**src/logic/igo_pkg.sv**
```systemverilog
/*
 * package for the input route, gain and offset register group:
 * register offsets, reset values, field positions, mode enums and carriers.
 * assumes nothing of its surroundings.
 */
`default_nettype none

package igo_pkg;

	// ==========================================
	// register offsets
	localparam logic [7:0] IGO_ADDR_INSEL = 8'h19;
	localparam logic [7:0] IGO_ADDR_FILT = 8'h1A;
	localparam logic [7:0] IGO_ADDR_BGGAIN = 8'h1B;
	localparam logic [7:0] IGO_ADDR_RGAIN = 8'h1C;
	localparam logic [7:0] IGO_ADDR_FINELO = 8'h1D;

	// ==========================================
	// reset values
	localparam logic [7:0] IGO_RST_INSEL = 8'h00;
	localparam logic [7:0] IGO_RST_FILT = 8'hC2;
	localparam logic [7:0] IGO_RST_BGGAIN = 8'h77;
	localparam logic [7:0] IGO_RST_RGAIN = 8'h07;
	localparam logic [7:0] IGO_RST_FINELO = 8'h00;

	// ==========================================
	// field positions (lsb of each field)
	localparam int IGO_FILT_SOG = 6;
	localparam int IGO_FILT_CLP = 4;
	localparam int IGO_FILT_CLK = 3;
	localparam int IGO_FILT_VS = 2;
	localparam int IGO_FILT_PCLK = 1;
	localparam int IGO_FILT_HS = 0;
	localparam int IGO_INSEL_SOG = 6;
	localparam int IGO_INSEL_RED = 4;
	localparam int IGO_INSEL_GRN = 2;
	localparam int IGO_INSEL_BLU = 0;
	localparam int IGO_GAIN_HI = 4;
	localparam int IGO_GAIN_LO = 0;
	localparam logic [7:0] IGO_RGAIN_MASK = 8'h0F;
	localparam logic [7:0] IGO_FINELO_MASK = 8'h3F;

	// ==========================================
	// codes and datapath constants
	localparam logic [1:0] IGO_SRC_RSVD = 2'h3;
	localparam logic [4:0] IGO_GAIN_BASE_TENTHS = 5'h05;
	localparam logic [11:0] IGO_OFS_ZERO = 12'h200;
	localparam logic [11:0] IGO_ADC_MAX = 12'h3FF;
	localparam int IGO_NCH = 3;

	// ==========================================
	// modes
	typedef enum logic [1:0] {
		IGO_SOG_2M5,
		IGO_SOG_10M,
		IGO_SOG_33M,
		IGO_SOG_BYPASS
	} igo_sog_filt_t;

	typedef enum logic [1:0] {
		IGO_CLP_4M8,
		IGO_CLP_0M5,
		IGO_CLP_1M7
	} igo_clp_filt_t;

	// ==========================================
	// carriers
	typedef struct packed {
		logic sync_ref_ext;
		logic vertical_sync_input_choice_b;
		logic horizontal_sync_input_choice_b;
		logic adc_clk_pll;
	} igo_route_t;

	typedef struct packed {
		logic [3:0] code;
		logic [4:0] tenths;
	} igo_gain_t;

endpackage

`default_nettype wire

```
**src/logic/igo_fine_offset.sv**
```systemverilog
/*
 * one channel of the digital fine offset stage after the adc.
 * assumes adc samples arrive synchronous to clk with a valid strobe.
 */
`timescale 1ns/1ps
`default_nettype none

module igo_fine_offset #(
	parameter int W = 10
) (
	// clock and reset
	input wire logic clk_i,
	input wire logic srst_i,
	// sample in
	input wire logic valid_i,
	input wire logic [W-1:0] data_i,
	input wire logic [W-1:0] offset_i,
	// sample out
	output logic valid_o,
	output logic [W-1:0] data_o
);

	logic [11:0] sum;

	// offset binary: mid code adds nothing, result clipped to adc range
	assign sum = 12'(data_i) + 12'(offset_i) - igo_pkg::IGO_OFS_ZERO;

	always_ff @(posedge clk_i) begin
		if (srst_i) begin
			valid_o <= 1'b0;
		end else begin
			valid_o <= valid_i;
		end
	end

	always_ff @(posedge clk_i) begin
		if (srst_i) begin
			data_o <= '0;
		end else if (valid_i) begin
			if (sum[11]) begin
				data_o <= '0;
			end else if (sum > igo_pkg::IGO_ADC_MAX) begin
				data_o <= '1;
			end else begin
				data_o <= sum[W-1:0];
			end
		end
	end

endmodule // igo_fine_offset

`default_nettype wire

```
**src/logic/igo_regs.sv**
```systemverilog
/*
 * input route, filter, clock select, coarse gain and fine offset register
 * group of a triple video digitizer, with the fine offset datapath.
 * assumes the serial control port has been decoded into byte writes and
 * reads on clk_i, and that the fine offset high bytes come from elsewhere.
 */
// Function
// sync-on-green filter code picks bandwidth, 11 bypass
// clamp filter code picks bandwidth, 11 reserved
// sync processing reference internal or external
// control, separator, activity always internal reference
// system should supply accurate external reference
// vertical sync input a or b
// horizontal sync input a or b
// adc clock external or pll, pll default
// software pairs external clock with external clamp
// gain is 0.5 plus 0.1 per step
// green high, blue low nibble, reset 77h
// red gain low nibble, resets 07h
// software limits gain for 700 mV input
// red fine offset low bits at 5:4
// green fine offset low bits at 3:2
// blue fine offset low bits at 1:0
// four 2-bit input source selects, reset 00
// filter register resets C2h, fields read back
`timescale 1ns/1ps
`default_nettype none

module igo_regs #(
	parameter int ADC_W = 10
) (
	// clock and reset
	input wire logic clk_i,
	input wire logic srst_i,
	// register port
	input wire logic reg_we_i,
	input wire logic reg_re_i,
	input wire logic [7:0] reg_addr_i,
	input wire logic [7:0] reg_wdata_i,
	output logic [7:0] reg_rdata_o,
	// sync inputs
	input wire logic vsync_a_i,
	input wire logic vsync_b_i,
	input wire logic hsync_a_i,
	input wire logic hsync_b_i,
	output logic vsync_o,
	output logic hsync_o,
	// analog front end controls
	output logic [1:0] sog_src_o,
	output logic [1:0] red_src_o,
	output logic [1:0] grn_src_o,
	output logic [1:0] blu_src_o,
	output igo_pkg::igo_sog_filt_t sog_filt_o,
	output igo_pkg::igo_clp_filt_t clp_filt_o,
	output igo_pkg::igo_route_t route_o,
	output logic ctrl_ref_ext_o,
	output igo_pkg::igo_gain_t red_gain_o,
	output igo_pkg::igo_gain_t grn_gain_o,
	output igo_pkg::igo_gain_t blu_gain_o,
	// fine offset datapath, index 0 blue, 1 green, 2 red
	input wire logic [igo_pkg::IGO_NCH-1:0][7:0] fine_hi_i,
	input wire logic adc_valid_i,
	input wire logic [igo_pkg::IGO_NCH-1:0][ADC_W-1:0] adc_data_i,
	output logic [igo_pkg::IGO_NCH-1:0] out_valid_o,
	output logic [igo_pkg::IGO_NCH-1:0][ADC_W-1:0] out_data_o
);

	logic [7:0] insel_r, filt_r, bggain_r, rgain_r, finelo_r;
	logic [igo_pkg::IGO_NCH-1:0][ADC_W-1:0] fine_ofs;

	// ==========================================
	// register writes
	always_ff @(posedge clk_i) begin
		if (srst_i) begin
			insel_r <= igo_pkg::IGO_RST_INSEL;
			filt_r <= igo_pkg::IGO_RST_FILT;
			bggain_r <= igo_pkg::IGO_RST_BGGAIN;
			rgain_r <= igo_pkg::IGO_RST_RGAIN;
			finelo_r <= igo_pkg::IGO_RST_FINELO;
		end else if (reg_we_i) begin
			unique case (reg_addr_i)
				igo_pkg::IGO_ADDR_INSEL: insel_r <= reg_wdata_i;
				igo_pkg::IGO_ADDR_FILT: filt_r <= reg_wdata_i;
				igo_pkg::IGO_ADDR_BGGAIN: bggain_r <= reg_wdata_i;
				igo_pkg::IGO_ADDR_RGAIN: rgain_r <= reg_wdata_i & igo_pkg::IGO_RGAIN_MASK;
				igo_pkg::IGO_ADDR_FINELO: finelo_r <= reg_wdata_i & igo_pkg::IGO_FINELO_MASK;
				default: ;
			endcase
		end
	end

	// ==========================================
	// read back, one cycle after the read strobe
	always_ff @(posedge clk_i) begin
		if (srst_i) begin
			reg_rdata_o <= 8'h00;
		end else if (reg_re_i) begin
			unique case (reg_addr_i)
				igo_pkg::IGO_ADDR_INSEL: reg_rdata_o <= insel_r;
				igo_pkg::IGO_ADDR_FILT: reg_rdata_o <= filt_r;
				igo_pkg::IGO_ADDR_BGGAIN: reg_rdata_o <= bggain_r;
				igo_pkg::IGO_ADDR_RGAIN: reg_rdata_o <= rgain_r;
				igo_pkg::IGO_ADDR_FINELO: reg_rdata_o <= finelo_r;
				default: reg_rdata_o <= 8'h00;
			endcase
		end
	end

	// ==========================================
	// input source selects; reserved codes keep the last legal source, except green, which takes code 11 as written
	always_ff @(posedge clk_i) begin
		if (srst_i) begin
			sog_src_o <= 2'h0;
			red_src_o <= 2'h0;
			grn_src_o <= 2'h0;
			blu_src_o <= 2'h0;
		end else begin
			if (insel_r[igo_pkg::IGO_INSEL_SOG +: 2] != igo_pkg::IGO_SRC_RSVD) begin
				sog_src_o <= insel_r[igo_pkg::IGO_INSEL_SOG +: 2];
			end
			if (insel_r[igo_pkg::IGO_INSEL_RED +: 2] != igo_pkg::IGO_SRC_RSVD) begin
				red_src_o <= insel_r[igo_pkg::IGO_INSEL_RED +: 2];
			end
			grn_src_o <= insel_r[igo_pkg::IGO_INSEL_GRN +: 2];
			if (insel_r[igo_pkg::IGO_INSEL_BLU +: 2] != igo_pkg::IGO_SRC_RSVD) begin
				blu_src_o <= insel_r[igo_pkg::IGO_INSEL_BLU +: 2];
			end
		end
	end

	// ==========================================
	// filters; a reserved clamp code keeps the last legal bandwidth
	assign sog_filt_o = igo_pkg::igo_sog_filt_t'(filt_r[igo_pkg::IGO_FILT_SOG +: 2]);

	always_ff @(posedge clk_i) begin
		if (srst_i) begin
			clp_filt_o <= igo_pkg::IGO_CLP_4M8;
		end else if (filt_r[igo_pkg::IGO_FILT_CLP +: 2] != igo_pkg::IGO_SRC_RSVD) begin
			clp_filt_o <= igo_pkg::igo_clp_filt_t'(filt_r[igo_pkg::IGO_FILT_CLP +: 2]);
		end
	end

	// ==========================================
	// clock and sync routing
	always_comb begin
		route_o.sync_ref_ext = filt_r[igo_pkg::IGO_FILT_CLK];
		route_o.vertical_sync_input_choice_b = filt_r[igo_pkg::IGO_FILT_VS];
		route_o.horizontal_sync_input_choice_b = filt_r[igo_pkg::IGO_FILT_HS];
		route_o.adc_clk_pll = filt_r[igo_pkg::IGO_FILT_PCLK];
	end

	// control port, separator and activity logic never follow the select
	assign ctrl_ref_ext_o = 1'b0;

	always_ff @(posedge clk_i) begin
		if (srst_i) begin
			vsync_o <= 1'b0;
			hsync_o <= 1'b0;
		end else begin
			vsync_o <= filt_r[igo_pkg::IGO_FILT_VS] ? vsync_b_i : vsync_a_i;
			hsync_o <= filt_r[igo_pkg::IGO_FILT_HS] ? hsync_b_i : hsync_a_i;
		end
	end

	// ==========================================
	// coarse gains in tenths: 5 + code
	always_comb begin
		grn_gain_o.code = bggain_r[igo_pkg::IGO_GAIN_HI +: 4];
		blu_gain_o.code = bggain_r[igo_pkg::IGO_GAIN_LO +: 4];
		red_gain_o.code = rgain_r[igo_pkg::IGO_GAIN_LO +: 4];
		grn_gain_o.tenths = igo_pkg::IGO_GAIN_BASE_TENTHS + 5'(grn_gain_o.code);
		blu_gain_o.tenths = igo_pkg::IGO_GAIN_BASE_TENTHS + 5'(blu_gain_o.code);
		red_gain_o.tenths = igo_pkg::IGO_GAIN_BASE_TENTHS + 5'(red_gain_o.code);
	end

	// ==========================================
	// fine offset, channel c low bits at finelo_r[2c+1:2c]
	genvar c;
	generate
		for (c = 0; c < igo_pkg::IGO_NCH; c++) begin : g_ch
			assign fine_ofs[c] = ADC_W'({fine_hi_i[c], finelo_r[2*c +: 2]});
			igo_fine_offset #(
				.W(ADC_W)
			) u_ofs (
				.clk_i(clk_i),
				.srst_i(srst_i),
				.valid_i(adc_valid_i),
				.data_i(adc_data_i[c]),
				.offset_i(fine_ofs[c]),
				.valid_o(out_valid_o[c]),
				.data_o(out_data_o[c])
			);
		end
	endgenerate
endmodule // igo_regs

`default_nettype wire

```
**config.mk**
```make
export PLATFORM = sky130hd
export DESIGN_NAME = igo_regs
export DESIGN_NICKNAME = d
export VERILOG_FILES = /design/src/logic/igo_pkg.sv /design/src/logic/igo_fine_offset.sv /design/src/logic/igo_regs.sv
export SDC_FILE = /design/constraint.sdc
export NUM_CORES = 1
export LEC_CHECK = 0
export BUFFER_PORTS_ARGS = -buffer_cell sky130_fd_sc_hd__buf_2
export CORE_MARGIN = 3
export CORE_UTILIZATION = 55
export CTS_CLUSTER_SIZE = 24
export DETAILED_ROUTE_END_ITERATION = 16
export PLACE_DENSITY = 0.86
export RECOVER_POWER = 50
export SYNTH_ARGS = -nofsm -noshare
export SYNTH_HDL_FRONTEND = slang
export SYNTH_SLANG_ARGS = --single-unit
```
**constraint.sdc**
```tcl
create_clock -name clk_i -period 4.7 [get_ports clk_i]
set_clock_uncertainty 0.15 [all_clocks]
set_input_delay 0.235 -clock clk_i [delete_from_list [all_inputs] [get_ports clk_i]]
set_output_delay 0.235 -clock clk_i [all_outputs]
set_load 0.01 [all_outputs]
```
After elaboration in Yosys (flattened, before gate mapping) --
Cells that the tools add are included.
Cells by class: add/subtract/negate cells 9, $lt $le $gt $ge 3, equality and inequality tests 9, multiplexer cells 9, reduce and logical (&&, ||, !) cells 5
Operators with widths (count):
- $mux W10 | 6
- $eq A8 B5 Y1 const B | 5
- $pmux W8 S5 | 1
- $gt A12 B10 Y1 const B | 3
- $sub A12 B10 Y12 const B | 3
- $add A10 B10 Y11 | 3
- $add A3 B4 Y5 const A | 3
- $reduce_and A2 Y1 | 5
- $ne A2 B2 Y1 const B | 4
- $mux W1 | 2
Storage, ports and cells: bits in registers 85, bits of input ports 79, word-level logic and storage cells 52

Logic depth before layout (Yosys ltp) --
Gate-level depths: netlist of the first run.
depth in word-level cells 5, mapped depth 14, mapped depth without buffers 13

By module --
Synthesis of the first run repeated with hierarchy kept, for this count alone.
Unflattened totals: cell total of the unflattened synthesis 606, area, all modules 5383.9 sq um
By module, submodules not included:
- igo_regs | times used 1, cells an instance 263, area each 2492.4 sq um
- igo_fine_offset (g_ch[0].u_ofs ...) | times used 2, cells an instance 115, area each 959.7 sq um
- igo_fine_offset (g_ch[1].u_ofs) | times used 1, cells an instance 113, area each 972.2 sq um

Least setup slack after synthesis of the first run --
No wires, ideal clock.
path type register to register, from reg finelo_r[0], to reg g_ch[0].u_ofs.data_o[9], library setup time 0.095 ns, data arrival time 2.723 ns, required time 4.455 ns, slack 1.732 ns, cell stages (with the launch flop) 13, buffers on the path 1, clock period less this slack 2.968 ns, cells stage by stage dfxtp_1 -> ha_1 -> inv_1 -> fa_1 -> nand2b_1 -> a21oi_1 -> a221oi_1 -> o21bai_1 -> a21oi_1 -> ha_1 -> clkbuf_1 -> or4b_1 -> o311ai_1
Between the ends: cells in the longest elaborated chain, start to end 5
RTL lines:
- start, declared | line igo_regs.sv:68 | logic [7:0] insel_r, filt_r, bggain_r, rgain_r, finelo_r;
- start signal, assigned | line igo_regs.sv:79 | finelo_r <= igo_pkg::IGO_RST_FINELO;
- start signal, assigned | line igo_regs.sv:86 | igo_pkg::IGO_ADDR_FINELO: finelo_r <= reg_wdata_i & igo_pkg::IGO_FINELO_MASK;
- $add A10 B10 Y11 (*) | line igo_fine_offset.sv:26 | assign sum = 12'(data_i) + 12'(offset_i) - igo_pkg::IGO_OFS_ZERO;
- $sub A12 B10 Y12 (*) | line igo_fine_offset.sv:26
- $gt A12 B10 Y1 | line igo_fine_offset.sv:42 | end else if (sum > igo_pkg::IGO_ADC_MAX) begin
- $mux W10 | line igo_fine_offset.sv:42
- $mux W10 (*) | line igo_fine_offset.sv:40 | if (sum[11]) begin
- end signal, assigned | line igo_fine_offset.sv:45 | data_o <= sum[W-1:0];
- end, declared | line igo_fine_offset.sv:20 | output logic [W-1:0] data_o
Mark *: on every way between the ends. The rest lies on a longest branch, timed or not. A chain may end at the register's enable or synchronous reset.

Worst setup path in the final report of the first run --
Ends and elaborated chain as after synthesis.

==> results of run 1 <==
worst min path at each step:
| stage | from | to | slack (ns) | cells past startpoint |
|---|---|---|---|---|
| 5_1_grt | reg_wdata_i[1] | bggain_r[1]$_SDFFE_PP1P_ | 0.01 | 3 |
| 4_1_cts | reg_wdata_i[1] | bggain_r[1]$_SDFFE_PP1P_ | 0.005 | 3 |
| 6_report | reg_wdata_i[1] | finelo_r[1]$_SDFFE_PP0P_ | 0.03 | 3 |
| 2_1_floorplan | reg_wdata_i[0] | bggain_r[0]$_SDFFE_PP1P_ | 0.20 | 1 |
| 3_3_place_gp | reg_rdata_o[4]$_SDFFE_PP0P_ | reg_rdata_o[4]$_SDFFE_PP0P_ | 0.28 | 2 |
| 3_5_place_dp | g_ch[2].u_ofs.data_o[5]$_SDFFE_PP0P_ | g_ch[2].u_ofs.data_o[5]$_SDFFE_PP0P_ | 0.28 | 1 |
Yosys cell counts (2+ instances only):
cell type,count,area [µm²]
or3b_2,2,17.5
a221oi_1,3,26.3
o31ai_1,2,15.0
a21oi_1,72,360
buf_4,10,75.1
nor2_1,50,188
o2111a_1,2,22.5
o21a_1,9,67.6
a211o_1,11,96.3
nand2_1,52,195
nor3_1,4,20.0
a222oi_1,2,20.0
o31a_1,3,26.3
clkbuf_1,18,67.6
nor3b_1,12,90.1
inv_1,23,86.3
xnor2_1,10,87.6
buf_1,3,11.3
o21ai_0,21,105
buf_2,3,15.0
or3_1,2,12.5
xor2_1,10,87.6
nand3_1,23,115
o211ai_1,4,30.0
a22o_1,8,70.1
a22oi_1,6,45.0
fa_1,3,60.1
mux2i_1,20,200
and2_1,3,18.8
dfxtp_1,85,1700
and3_1,2,12.5
o21bai_1,7,52.6
a21o_1,10,75.1
ha_1,36,450
or3b_1,2,17.5
nor2b_1,15,93.8
nand4_1,4,25.0
nand3b_1,5,37.5
a211oi_1,6,45.0
nand2b_1,6,37.5
metal layers:
metal	vias to the layer above	global-route usage, %	routed length (µm)
met5	-	0	0
met4	0	7.36	225
met3	25	6.39	1360
met2	243	44.5	6450
met1	2294	32.7	5440
li1	2382	-	-
stage by stage:
stage          hold slack (ns)  instances
2_1_floorplan            0.203        582
3_3_place_gp             0.281        820
3_5_place_dp             0.284        820
4_1_cts                0.00454        845
5_1_grt                 0.0105        845
6_report                0.0277        845
power by group through the flow:
stage | Clock [µW] | Combinational, µW | Sequential (µW)
finish | 563 | 416 | 791
global route | 598 | 462 | 796
CTS | 569 | 425 | 789
detailed placement | 0 | 417 | 804
global placement | 0 | 405 | 803
floorplan | 0 | 254 | 823
what timing repair did:
item                                   4_1_cts  5_1_grt
setup buffers                                0        0
hold buffers                                 9        0
endpoints found under the hold margin       14        0
registers in the layout, summed over array words and instances (netlist names):
signal	count
clp_filt_o	2
grn_src_o	2
bggain_r	8
g_ch.u_ofs.valid_o	1
hsync_o	1
rgain_r	4
insel_r	8
finelo_r	6
reg_rdata_o	8
sog_src_o	2
filt_r	8
g_ch.u_ofs.data_o	30
vsync_o	1
blu_src_o	2
red_src_o	2
kinds of logic after synthesis:
kind of cell    count (synthesis)  share of synthesized area, %
other cells                     1                        0.0767
xor+xnor                       20                          3.58
fa+ha+maj                      39                          10.4
compound gates                172                          22.7
simple gates                  187                          19.0
mux                            20                          4.09
flops                          85                          34.8
buf+inv                        58                          5.30
layout make-up:
cell class | count | area (µm²)
clock buffers | 9 | 124
fillers | 714 | 2510
clock inverters | 7 | 93.8
multi-input cells | 439 | 2930
flip-flops and latches | 85 | 1700
repair buffers | 176 | 840
well taps | 105 | 131
inverters | 24 | 90.1
tightest hold or removal path: cells and delay by family:
| kind | cells | cell delay, ns |
|---|---|---|
| compound gates | 1 | 0.05 |
| buf+inv | 1 | 0.14 |
| simple gates | 1 | 0.07 |
layout by cell type, fill, tap and decap left out, types with 15 or more instances in the layout:
| cell | n |
|---|---|
| nand2_1 | 52 |
| ha_1 | 36 |
| nand3_1 | 23 |
| nor2_1 | 50 |
| mux2i_1 | 20 |
| buf_2 | 92 |
| inv_1 | 23 |
| nor2b_1 | 15 |
| dfxtp_1 | 85 |
| a21oi_1 | 72 |
| clkbuf_1 | 73 |
| o21ai_0 | 21 |
==> flow_metrics.env, run 1 <==
export IMPL_crit_path_end="g_ch[0].u_ofs.data_o[9]$_SDFFE_PP0P_"
export IMPL_pre_cts_slack_ns=1.47
export IMPL_yosys_most_used_dff="dfxtp_1"
export IMPL_critPathRequiredTime_ns=4.82
export IMPL_power_density_nw_per_um2=299
export IMPL_yosysSeqAreaShare_pct=34.8
export IMPL_hpwl_um=9970
export IMPL_min_period_ns=3.28
export IMPL_first_iter_violations=247
export IMPL_setup_tns_final_ns=0
export IMPL_postLayoutCoreUtil_pct=70.2
export IMPL_r2r_start="finelo_r[0]$_SDFFE_PP0P_"
export IMPL_synthArstFlopShare_pct=0
export IMPL_worstMarginPinSlew_ns=2.45
export IMPL_cp_slowest_cell="or4b_1"
export IMPL_finalNetCount=853
export IMPL_htreeDepth=3
export IMPL_die_h_um=100
export IMPL_via_per_inst=5.85
export IMPL_grt_usage_pct=26.1
export IMPL_boundaryPins=166
export IMPL_synthCells=582
export IMPL_combPwrFrac_pct=23.5
export IMPL_hold_path_class="input pin to flip-flop"
export IMPL_routabilityCongestion=0.902
export IMPL_dr_total_vias=4944
export IMPL_switching_share_pct=32.3
export IMPL_start_util_pct=58.1
export IMPL_max_freq_mhz=305
export IMPL_rows=33
export IMPL_cts_reportedPaths_clkPinSlew_ns=0.09
export IMPL_power_frac_seq_pct=44.7
export IMPL_critPathKind="flip-flop to flip-flop"
export IMPL_crit_cells=11
export IMPL_syn_nets=700
export IMPL_cts_tree="built"
export IMPL_synth_edff_count=0
export IMPL_setup_slack_ns=1.42
export IMPL_dr_pass1_iters=5
export IMPL_slew_headroom_pct=-63.3
export IMPL_drive_gt1_share_pct=15.8
export IMPL_hold_viol_final=0
export IMPL_setup_violations=0
export IMPL_endpoint_kind="flip-flop"
export IMPL_synth_yosys_warnings=0
export IMPL_n_antenna_cell=0
export IMPL_antenna_found_initial=0
export IMPL_cp_top_family="adder cells"
export IMPL_dpl_cell_area_um2=5700
export IMPL_placeableCoreArea_um2=8420
export IMPL_pwr_share_clk_pct=31.8
export IMPL_rsz0062_at_grt="false"
export IMPL_maxCapViolations=1
export IMPL_violations="capacitance limit, slew limit"
export IMPL_ctsResizeCount=0
export IMPL_synth_seq_cells=85
export IMPL_arrival_ns=3.40
export IMPL_power_uw=1770
export IMPL_cp_max_fo=10
export IMPL_crit_buf_inv=1
export IMPL_fin_area_um2=5910
export IMPL_power_switching_uw=572
export IMPL_finalCritPeriodShare_pct=69.8
export IMPL_r2r_slack_ns=1.42
export IMPL_wirelength_um=13500
export IMPL_post_drt_wl_per_cell_um=15.9
export IMPL_path_cells="ha_1, inv_1, fa_1, nand2b_1, a21oi_1, a221oi_1, o21bai_1, a21oi_1, ha_1, or4b_1, o311ai_1"
export IMPL_syn_area_per_cell_um2=8.40
export IMPL_die_w_um=100
export IMPL_antenna_left=0
export IMPL_status="finished with violations"
export IMPL_cts_buffers=9
export IMPL_synthToLayoutAreaGrowth_pct=20.9
export IMPL_timing_rr_end="g_ch[0].u_ofs.data_o[9]$_SDFFE_PP0P_"
export IMPL_numPortBuffers=164
export IMPL_grt_pass1_vias=4601
export IMPL_overflow=0
export IMPL_drc=0
export IMPL_worst_setup_path_start_kind="flip-flop"
export IMPL_netlist_area_um2=4890
export IMPL_clock_path_buffers=2
export IMPL_cp_startpoint="finelo_r[0]$_SDFFE_PP0P_"
export IMPL_crit_path_max_incr_delay_ns=0.57
export IMPL_clock_sinks=85
export IMPL_synth_cell_types=53
export IMPL_ir_worst_vdd_mv=0.178
export IMPL_grt_max_degree=59
export IMPL_root_buffer="clkbuf_8"
export IMPL_grt_pass1_wl_um=21500
export IMPL_worstRegToRegCells=11
export IMPL_report_final_slew_viol_count=59
export IMPL_p_leak_uw=0.00254
export IMPL_dieArea_um2=10100
export IMPL_internal_power_uw=1200
export IMPL_insertion_delay_ns=0.37
No activity file was read; power rests on OpenSTA's default activity.
==> inputs of run 2 (changes only) <==
CORE_UTILIZATION = 51   (was 55)
PLACE_DENSITY = 0.81   (was 0.86)
clock period = 3.1 ns   (was 4.7 ns; I/O delays follow)
==> run 2 against run 1 <==
Highest routed layer unchanged. Sequential share of layout area is 0.41 points lower. Hold slack gained 0.0072 ns. The flow now finishes without violations. Maximum frequency rose by 11%. Global-route usage is 2.2 points lower. Combinational power is 54% higher.
==> flow_metrics.env, run 2 (synthesized netlist as in run 1, its figures left out) <==
export IMPL_numPortBuffers=164
export IMPL_multi_input_area_um2=2930
export IMPL_slew_headroom_pct=24.2
export IMPL_antenna_found_initial=0
export IMPL_grt_use_met2_pct=42.4
export IMPL_cts_reportedPaths_clkPinSlew_ns=0.09
export IMPL_p_leak_uw=0.00257
export IMPL_rsz0062_at_grt="false"
export IMPL_first_iter_violations=180
export IMPL_critPathRequiredTime_ns=3.20
export IMPL_post_drt_wl_per_cell_um=15.0
export IMPL_antenna_left=0
export IMPL_cp_top_family="adder cells"
export IMPL_crit_buf_inv=1
export IMPL_n_antenna_cell=0
export IMPL_finalCritPeriodShare_pct=95.5
export IMPL_dr_pass1_iters=5
export IMPL_drc=0
export IMPL_setup_tns_final_ns=0
export IMPL_cts_tree="built"
export IMPL_switching_share_pct=33.0
export IMPL_endpoint_kind="flip-flop"
export IMPL_placeableCoreArea_um2=9280
export IMPL_grt_busiest_layer="met2"
export IMPL_boundaryPins=166
export IMPL_worstMarginPinSlew_ns=1.14
export IMPL_insertion_delay_ns=0.35
export IMPL_die_w_um=104
export IMPL_nFillCells=865
export IMPL_clock_sinks=85
export IMPL_min_to="reg_rdata_o[3]$_SDFFE_PP0P_"
export IMPL_timing_rr_end="g_ch[0].u_ofs.data_o[9]$_SDFFE_PP0P_"
export IMPL_clock_path_buffers=2
export IMPL_grt_usage_pct=23.9
export IMPL_combPwrFrac_pct=24.5
export IMPL_cts_buffers=9
export IMPL_cp_slowest_cell="or4b_1"
export IMPL_via_per_inst=5.57
export IMPL_dr_total_vias=4889
export IMPL_report_final_slew_viol_count=0
export IMPL_min_path_cells=3
export IMPL_setup_violations=0
export IMPL_regMostFlops="g_ch.u_ofs.data_o"
export IMPL_rows=35
export IMPL_pwr_share_clk_pct=29.7
export IMPL_drive_gt1_share_pct=16.3
export IMPL_status="complete, no violations"
export IMPL_ir_worst_vdd_mv=0.318
export IMPL_power_frac_seq_pct=45.8
export IMPL_hold_viol_final=0
export IMPL_r2r_slack_ns=0.14
export IMPL_critPathKind="flip-flop to flip-flop"
export IMPL_dieArea_um2=10800
export IMPL_whs_ns=0.0350
export IMPL_synthToLayoutAreaGrowth_pct=22.6
export IMPL_hpwl_um=10100
export IMPL_largest_reg_flops=30
export IMPL_power_switching_uw=862
export IMPL_maxCapViolations=0
export IMPL_path_cells="ha_2, inv_1, fa_1, nand2b_1, a21oi_1, a221oi_1, o21bai_1, a21oi_1, ha_2, or4b_1, o311ai_1"
export IMPL_grt_pass1_vias=4741
export IMPL_overflow=0
export IMPL_routabilityCongestion=0.924
export IMPL_mostFrequentLayoutCells="90 x buf_2, 85 x dfxtp_1, 74 x clkbuf_1"
export IMPL_cp_max_fo=3
export IMPL_wirelength_um=13200
export IMPL_power_density_nw_per_um2=436
export IMPL_finalNetCount=861
export IMPL_grt_pass1_wl_um=22000
export IMPL_min_period_ns=2.96
export IMPL_max_freq_mhz=338
export IMPL_min_delay_start="reg_addr_i[1]"
export IMPL_start_util_pct=52.7
export IMPL_root_buffer="clkbuf_8"
export IMPL_final_common_cell="buf_2"
export IMPL_regArea_um2=1700
export IMPL_worst_setup_path_start_kind="flip-flop"
export IMPL_crit_path_max_incr_delay_ns=0.54
export IMPL_arrival_ns=3.06
export IMPL_gr_usage_met1_pct=28.8
export IMPL_post_cts_buffers=0
export IMPL_hold_path_class="input pin to flip-flop"
export IMPL_grtUsageMet3_pct=5.90
export IMPL_grt_max_degree=51
export IMPL_worstRegToRegCells=11
export IMPL_htreeDepth=3
export IMPL_internal_power_uw=1750
export IMPL_r2r_start="finelo_r[0]$_SDFFE_PP0P_"
export IMPL_die_h_um=104
-- run 2: layout make-up --
cell class                 count  share of cell area, %
sequential                    85                   28.4
timing repair buffer         184                   15.2
clock inverter                 7                   1.27
multi-input combinational    439                   48.9
clock buffer                   9                   2.07
tap                          129                   2.69
inverter                      24                   1.50
-- run 2: metal layers --
metal  vias up  part of all wire (%)
met5         -                     0
met4         0                   1.6
met3        21                   7.7
met2       208                    48
met1      2265                    42
li1       2395                     -
-- run 2: through the flow --
stage                     worst slack, ns  power [µW]  cells  utilization [%]  cell area, µm²
final                               0.139        2610    877             64.6            6000
after global routing               0.0121        2760    877             64.6            6000
after CTS                           0.139        2650    877             65.6            6090
after detailed placement            0.178        1860    848             62.0            5760
after global placement              0.301        1830    848             62.0            5760
after floorplan                     0.132        1630    582                -            4890
-- run 2: power by group through the flow --
stage | logic (µW) | clock network, µW | registers [µW]
6_report | 639 | 775 | 1200
3_5_place_dp | 637 | 0 | 1220
3_3_place_gp | 616 | 0 | 1220
2_1_floorplan | 385 | 0 | 1250
5_1_grt | 710 | 847 | 1210
4_1_cts | 654 | 800 | 1200
-- run 2: worst max path at each step --
stage,from,endpoint,cells after the start
detailed placement,finelo_r[0]$_SDFFE_PP0P_,g_ch[0].u_ofs.data_o[9]$_SDFFE_PP0P_,11
finish,finelo_r[0]$_SDFFE_PP0P_,g_ch[0].u_ofs.data_o[9]$_SDFFE_PP0P_,11
global route,finelo_r[0]$_SDFFE_PP0P_,g_ch[0].u_ofs.data_o[9]$_SDFFE_PP0P_,11
CTS,finelo_r[0]$_SDFFE_PP0P_,g_ch[0].u_ofs.data_o[9]$_SDFFE_PP0P_,11
global placement,finelo_r[0]$_SDFFE_PP0P_,g_ch[0].u_ofs.data_o[9]$_SDFFE_PP0P_,11
floorplan,finelo_r[0]$_SDFFE_PP0P_,g_ch[0].u_ofs.data_o[9]$_SDFFE_PP0P_,12
-- run 2: timing repair --
action / 4_1_cts / 5_1_grt
setup endpoints to repair: 0 / 3
hold buffers: 13 / 0
resized for setup: 0 / 2
endpoints found under the hold margin: 31 / 0
-- run 2: worst reg2reg max path, cell delays in order, from the launching register on --
cell	delay, ns
dfxtp_1	0.38
ha_2	0.22
inv_1	0.06
fa_1	0.41
nand2b_1	0.16
a21oi_1	0.17
a221oi_1	0.13
o21bai_1	0.14
a21oi_1	0.11
ha_2	0.30
or4b_1	0.54
o311ai_1	0.11
==> inputs of run 3 (changes only) <==
--- a/config.mk
+++ b/config.mk
@@ -9,6 +9,7 @@
 export CORE_MARGIN = 3
-export CORE_UTILIZATION = 51
+export CORE_UTILIZATION = 52
+export CTS_BUF_LIST = sky130_fd_sc_hd__clkbuf_4 sky130_fd_sc_hd__clkbuf_8
 export CTS_CLUSTER_SIZE = 24
 export DETAILED_ROUTE_END_ITERATION = 16
-export PLACE_DENSITY = 0.81
+export PLACE_DENSITY = 0.82
 export RECOVER_POWER = 50
--- a/constraint.sdc
+++ b/constraint.sdc
@@ -4,2 +4,2 @@
 set_output_delay 0.155 -clock clk_i [all_outputs]
-set_load 0.01 [all_outputs]
+set_load 0.005 [all_outputs]
==> run 3 against run 2 <==
Critical path type unchanged. Critical endpoint unchanged. Non-clock buffer count rose by 2. Wire length up 3.8%. Setup slack better by 0.074 ns. Maximum frequency is 2.6% higher. Design area rose by 0.27%. Hold slack worse by 0.011 ns. Core utilization increased by 2.7 points. Die area fell by 1.8%.
==> flow_metrics.env, run 3 (synthesized netlist as in run 1, its figures left out) <==
export IMPL_largest_reg_flops=30
export IMPL_internal_power_uw=1750
export IMPL_cts_tree="built"
export IMPL_setup_tns_final_ns=0
export IMPL_arrival_ns=3.00
export IMPL_regArea_um2=1700
export IMPL_via_per_inst=5.79
export IMPL_maxCapViolations=0
export IMPL_power_switching_uw=835
export IMPL_endpoint_kind="flip-flop"
export IMPL_post_drt_wl_per_cell_um=15.9
export IMPL_insertion_delay_ns=0.36
export IMPL_worstMarginPinSlew_ns=1.30
export IMPL_r2r_start="finelo_r[0]$_SDFFE_PP0P_"
export IMPL_overflow=0
export IMPL_power_frac_seq_pct=46.2
export IMPL_switching_share_pct=32.3
export IMPL_dr_max_layer_used="met4"
export IMPL_final_common_cell="buf_2"
export IMPL_p_leak_uw=0.00264
export IMPL_fin_area_um2=6010
export IMPL_met3_length_um=1110
export IMPL_final_cells=858
export IMPL_dp_cells=829
export IMPL_dpl_cell_area_um2=5740
export IMPL_setup_violations=0
export IMPL_rows=34
export IMPL_hold_path_class="input pin to flip-flop"
export IMPL_placeableCoreArea_um2=8930
export IMPL_met2_length_um=6910
export IMPL_dr_total_vias=4970
export IMPL_synthToLayoutAreaGrowth_pct=23.0
export IMPL_start_util_pct=54.7
export IMPL_min_delay_start="reg_addr_i[1]"
export IMPL_n_antenna_cell=0
export IMPL_setup_slack_ns=0.214
export IMPL_grt_max_degree=31
export IMPL_worst_setup_path_start_kind="flip-flop"
export IMPL_ir_worst_vdd_mv=0.302
export IMPL_report_final_slew_viol_count=0
export IMPL_root_buffer="clkbuf_8"
export IMPL_die_w_um=103
export IMPL_mostFrequentLayoutCells="107 x buf_2, 85 x dfxtp_1, 71 x a21oi_1"
export IMPL_cts_buffers=9
export IMPL_multi_input_area_um2=2940
export IMPL_wirelength_um=13700
export IMPL_finalCritPeriodShare_pct=93.1
export IMPL_combPwrFrac_pct=24.1
export IMPL_hold_viol_final=0
export IMPL_drive_gt1_share_pct=18.8
export IMPL_slew_headroom_pct=13.5
export IMPL_numPortBuffers=164
export IMPL_grt_usage_pct=25.0
export IMPL_dr_pass1_iters=6
export IMPL_postLayoutCoreUtil_pct=67.3
export IMPL_post_cts_buffers=0
export IMPL_rsz0062_at_grt="false"
export IMPL_boundaryPins=166
export IMPL_met1_length_um=5400
export IMPL_routabilityCongestion=0.865
export IMPL_clock_path_buffers=2
export IMPL_htreeDepth=3
export IMPL_regMostFlops="g_ch.u_ofs.data_o"
export IMPL_cp_max_fo=3
export IMPL_grt_pass1_wl_um=21500
export IMPL_dieArea_um2=10600
export IMPL_cts_reportedPaths_clkPinSlew_ns=0.10
export IMPL_critPathKind="flip-flop to flip-flop"
export IMPL_antenna_found_initial=0
export IMPL_critPathRequiredTime_ns=3.21
export IMPL_max_freq_mhz=346
export IMPL_grt_pass1_vias=4727
export IMPL_drc=0
export IMPL_cp_startpoint="finelo_r[0]$_SDFFE_PP0P_"
export IMPL_finalNetCount=863
export IMPL_status="complete, no violations"
export IMPL_pre_cts_slack_ns=0.218
export IMPL_hpwl_um=10300
export IMPL_nFillCells=797
export IMPL_first_iter_violations=294
export IMPL_clock_sinks=85
export IMPL_power_density_nw_per_um2=431
export IMPL_min_period_ns=2.89
export IMPL_antenna_left=0
export IMPL_die_h_um=103
export IMPL_pwr_share_clk_pct=29.6
-- run 3: cell types whose count changed in the layout (fill, tap and decap cells not counted), sizes merged --
cell and delta:
buf +21, clkbuf -19, clkinv +1, inv -1
-- run 3: critical path, cell delays in order, from the launching register on --
cell      delay, ns
dfxtp_1        0.36
ha_1           0.20
inv_1          0.07
fa_1           0.41
nand2b_1       0.20
a21oi_2        0.16
a221oi_2       0.09
o21bai_1       0.13
a21oi_1        0.11
ha_2           0.29
or4b_1         0.53
o311ai_1       0.10
-- run 3: worst paths after layout --
check / end / depth (start not counted) / slack [ns]
setup / recovery: g_ch[0].u_ofs.data_o[9]$_SDFFE_PP0P_ / 11 / 0.21
hold / removal: reg_rdata_o[3]$_SDFFE_PP0P_ / 3 / 0.02
setup reg to reg: g_ch[0].u_ofs.data_o[9]$_SDFFE_PP0P_ / 11 / 0.21
hold reg to reg: reg_rdata_o[4]$_SDFFE_PP0P_ / 2 / 0.32
-- run 3: power by group through the flow --
stage	Sequential, µW	Combinational [µW]	Clock [µW]
3_5_place_dp	1220	612	0
2_1_floorplan	1220	384	0
3_3_place_gp	1220	590	0
4_1_cts	1200	629	791
5_1_grt	1200	696	831
6_report	1200	625	767
-- run 3: repair_timing --
item	4_1_cts	5_1_grt
gates resized for setup	0	3
endpoints found under the setup margin	0	2
hold buffers	13	0
endpoints found under the hold margin	36	0
-- run 3: through the flow --
step / hold slack [ns] / power [µW]
after CTS: 0.00765 / 2620
final: 0.0241 / 2590
after detailed placement: 0.256 / 1830
after global routing: 0.0345 / 2730
after global placement: 0.243 / 1810
after floorplan: 0.123 / 1610
-- run 3: area by class of cell --
cell class	instances	share of cell area, %
Timing Repair Buffer	186	15.7
Clock inverter	7	1.27
Tap cell	108	2.25
Inverter	24	1.50
Clock buffer	9	2.06
Sequential cell	85	28.3
Multi-Input combinational cell	439	48.9
-- run 3: per-layer routing --
| layer | vias up | global-route usage, % |
|---|---|---|
| li1 | 2391 | - |
| met1 | 2330 | 30.5 |
| met2 | 224 | 44.0 |
| met3 | 25 | 5.95 |
| met4 | 0 | 6.57 |
| met5 | - | 0 |
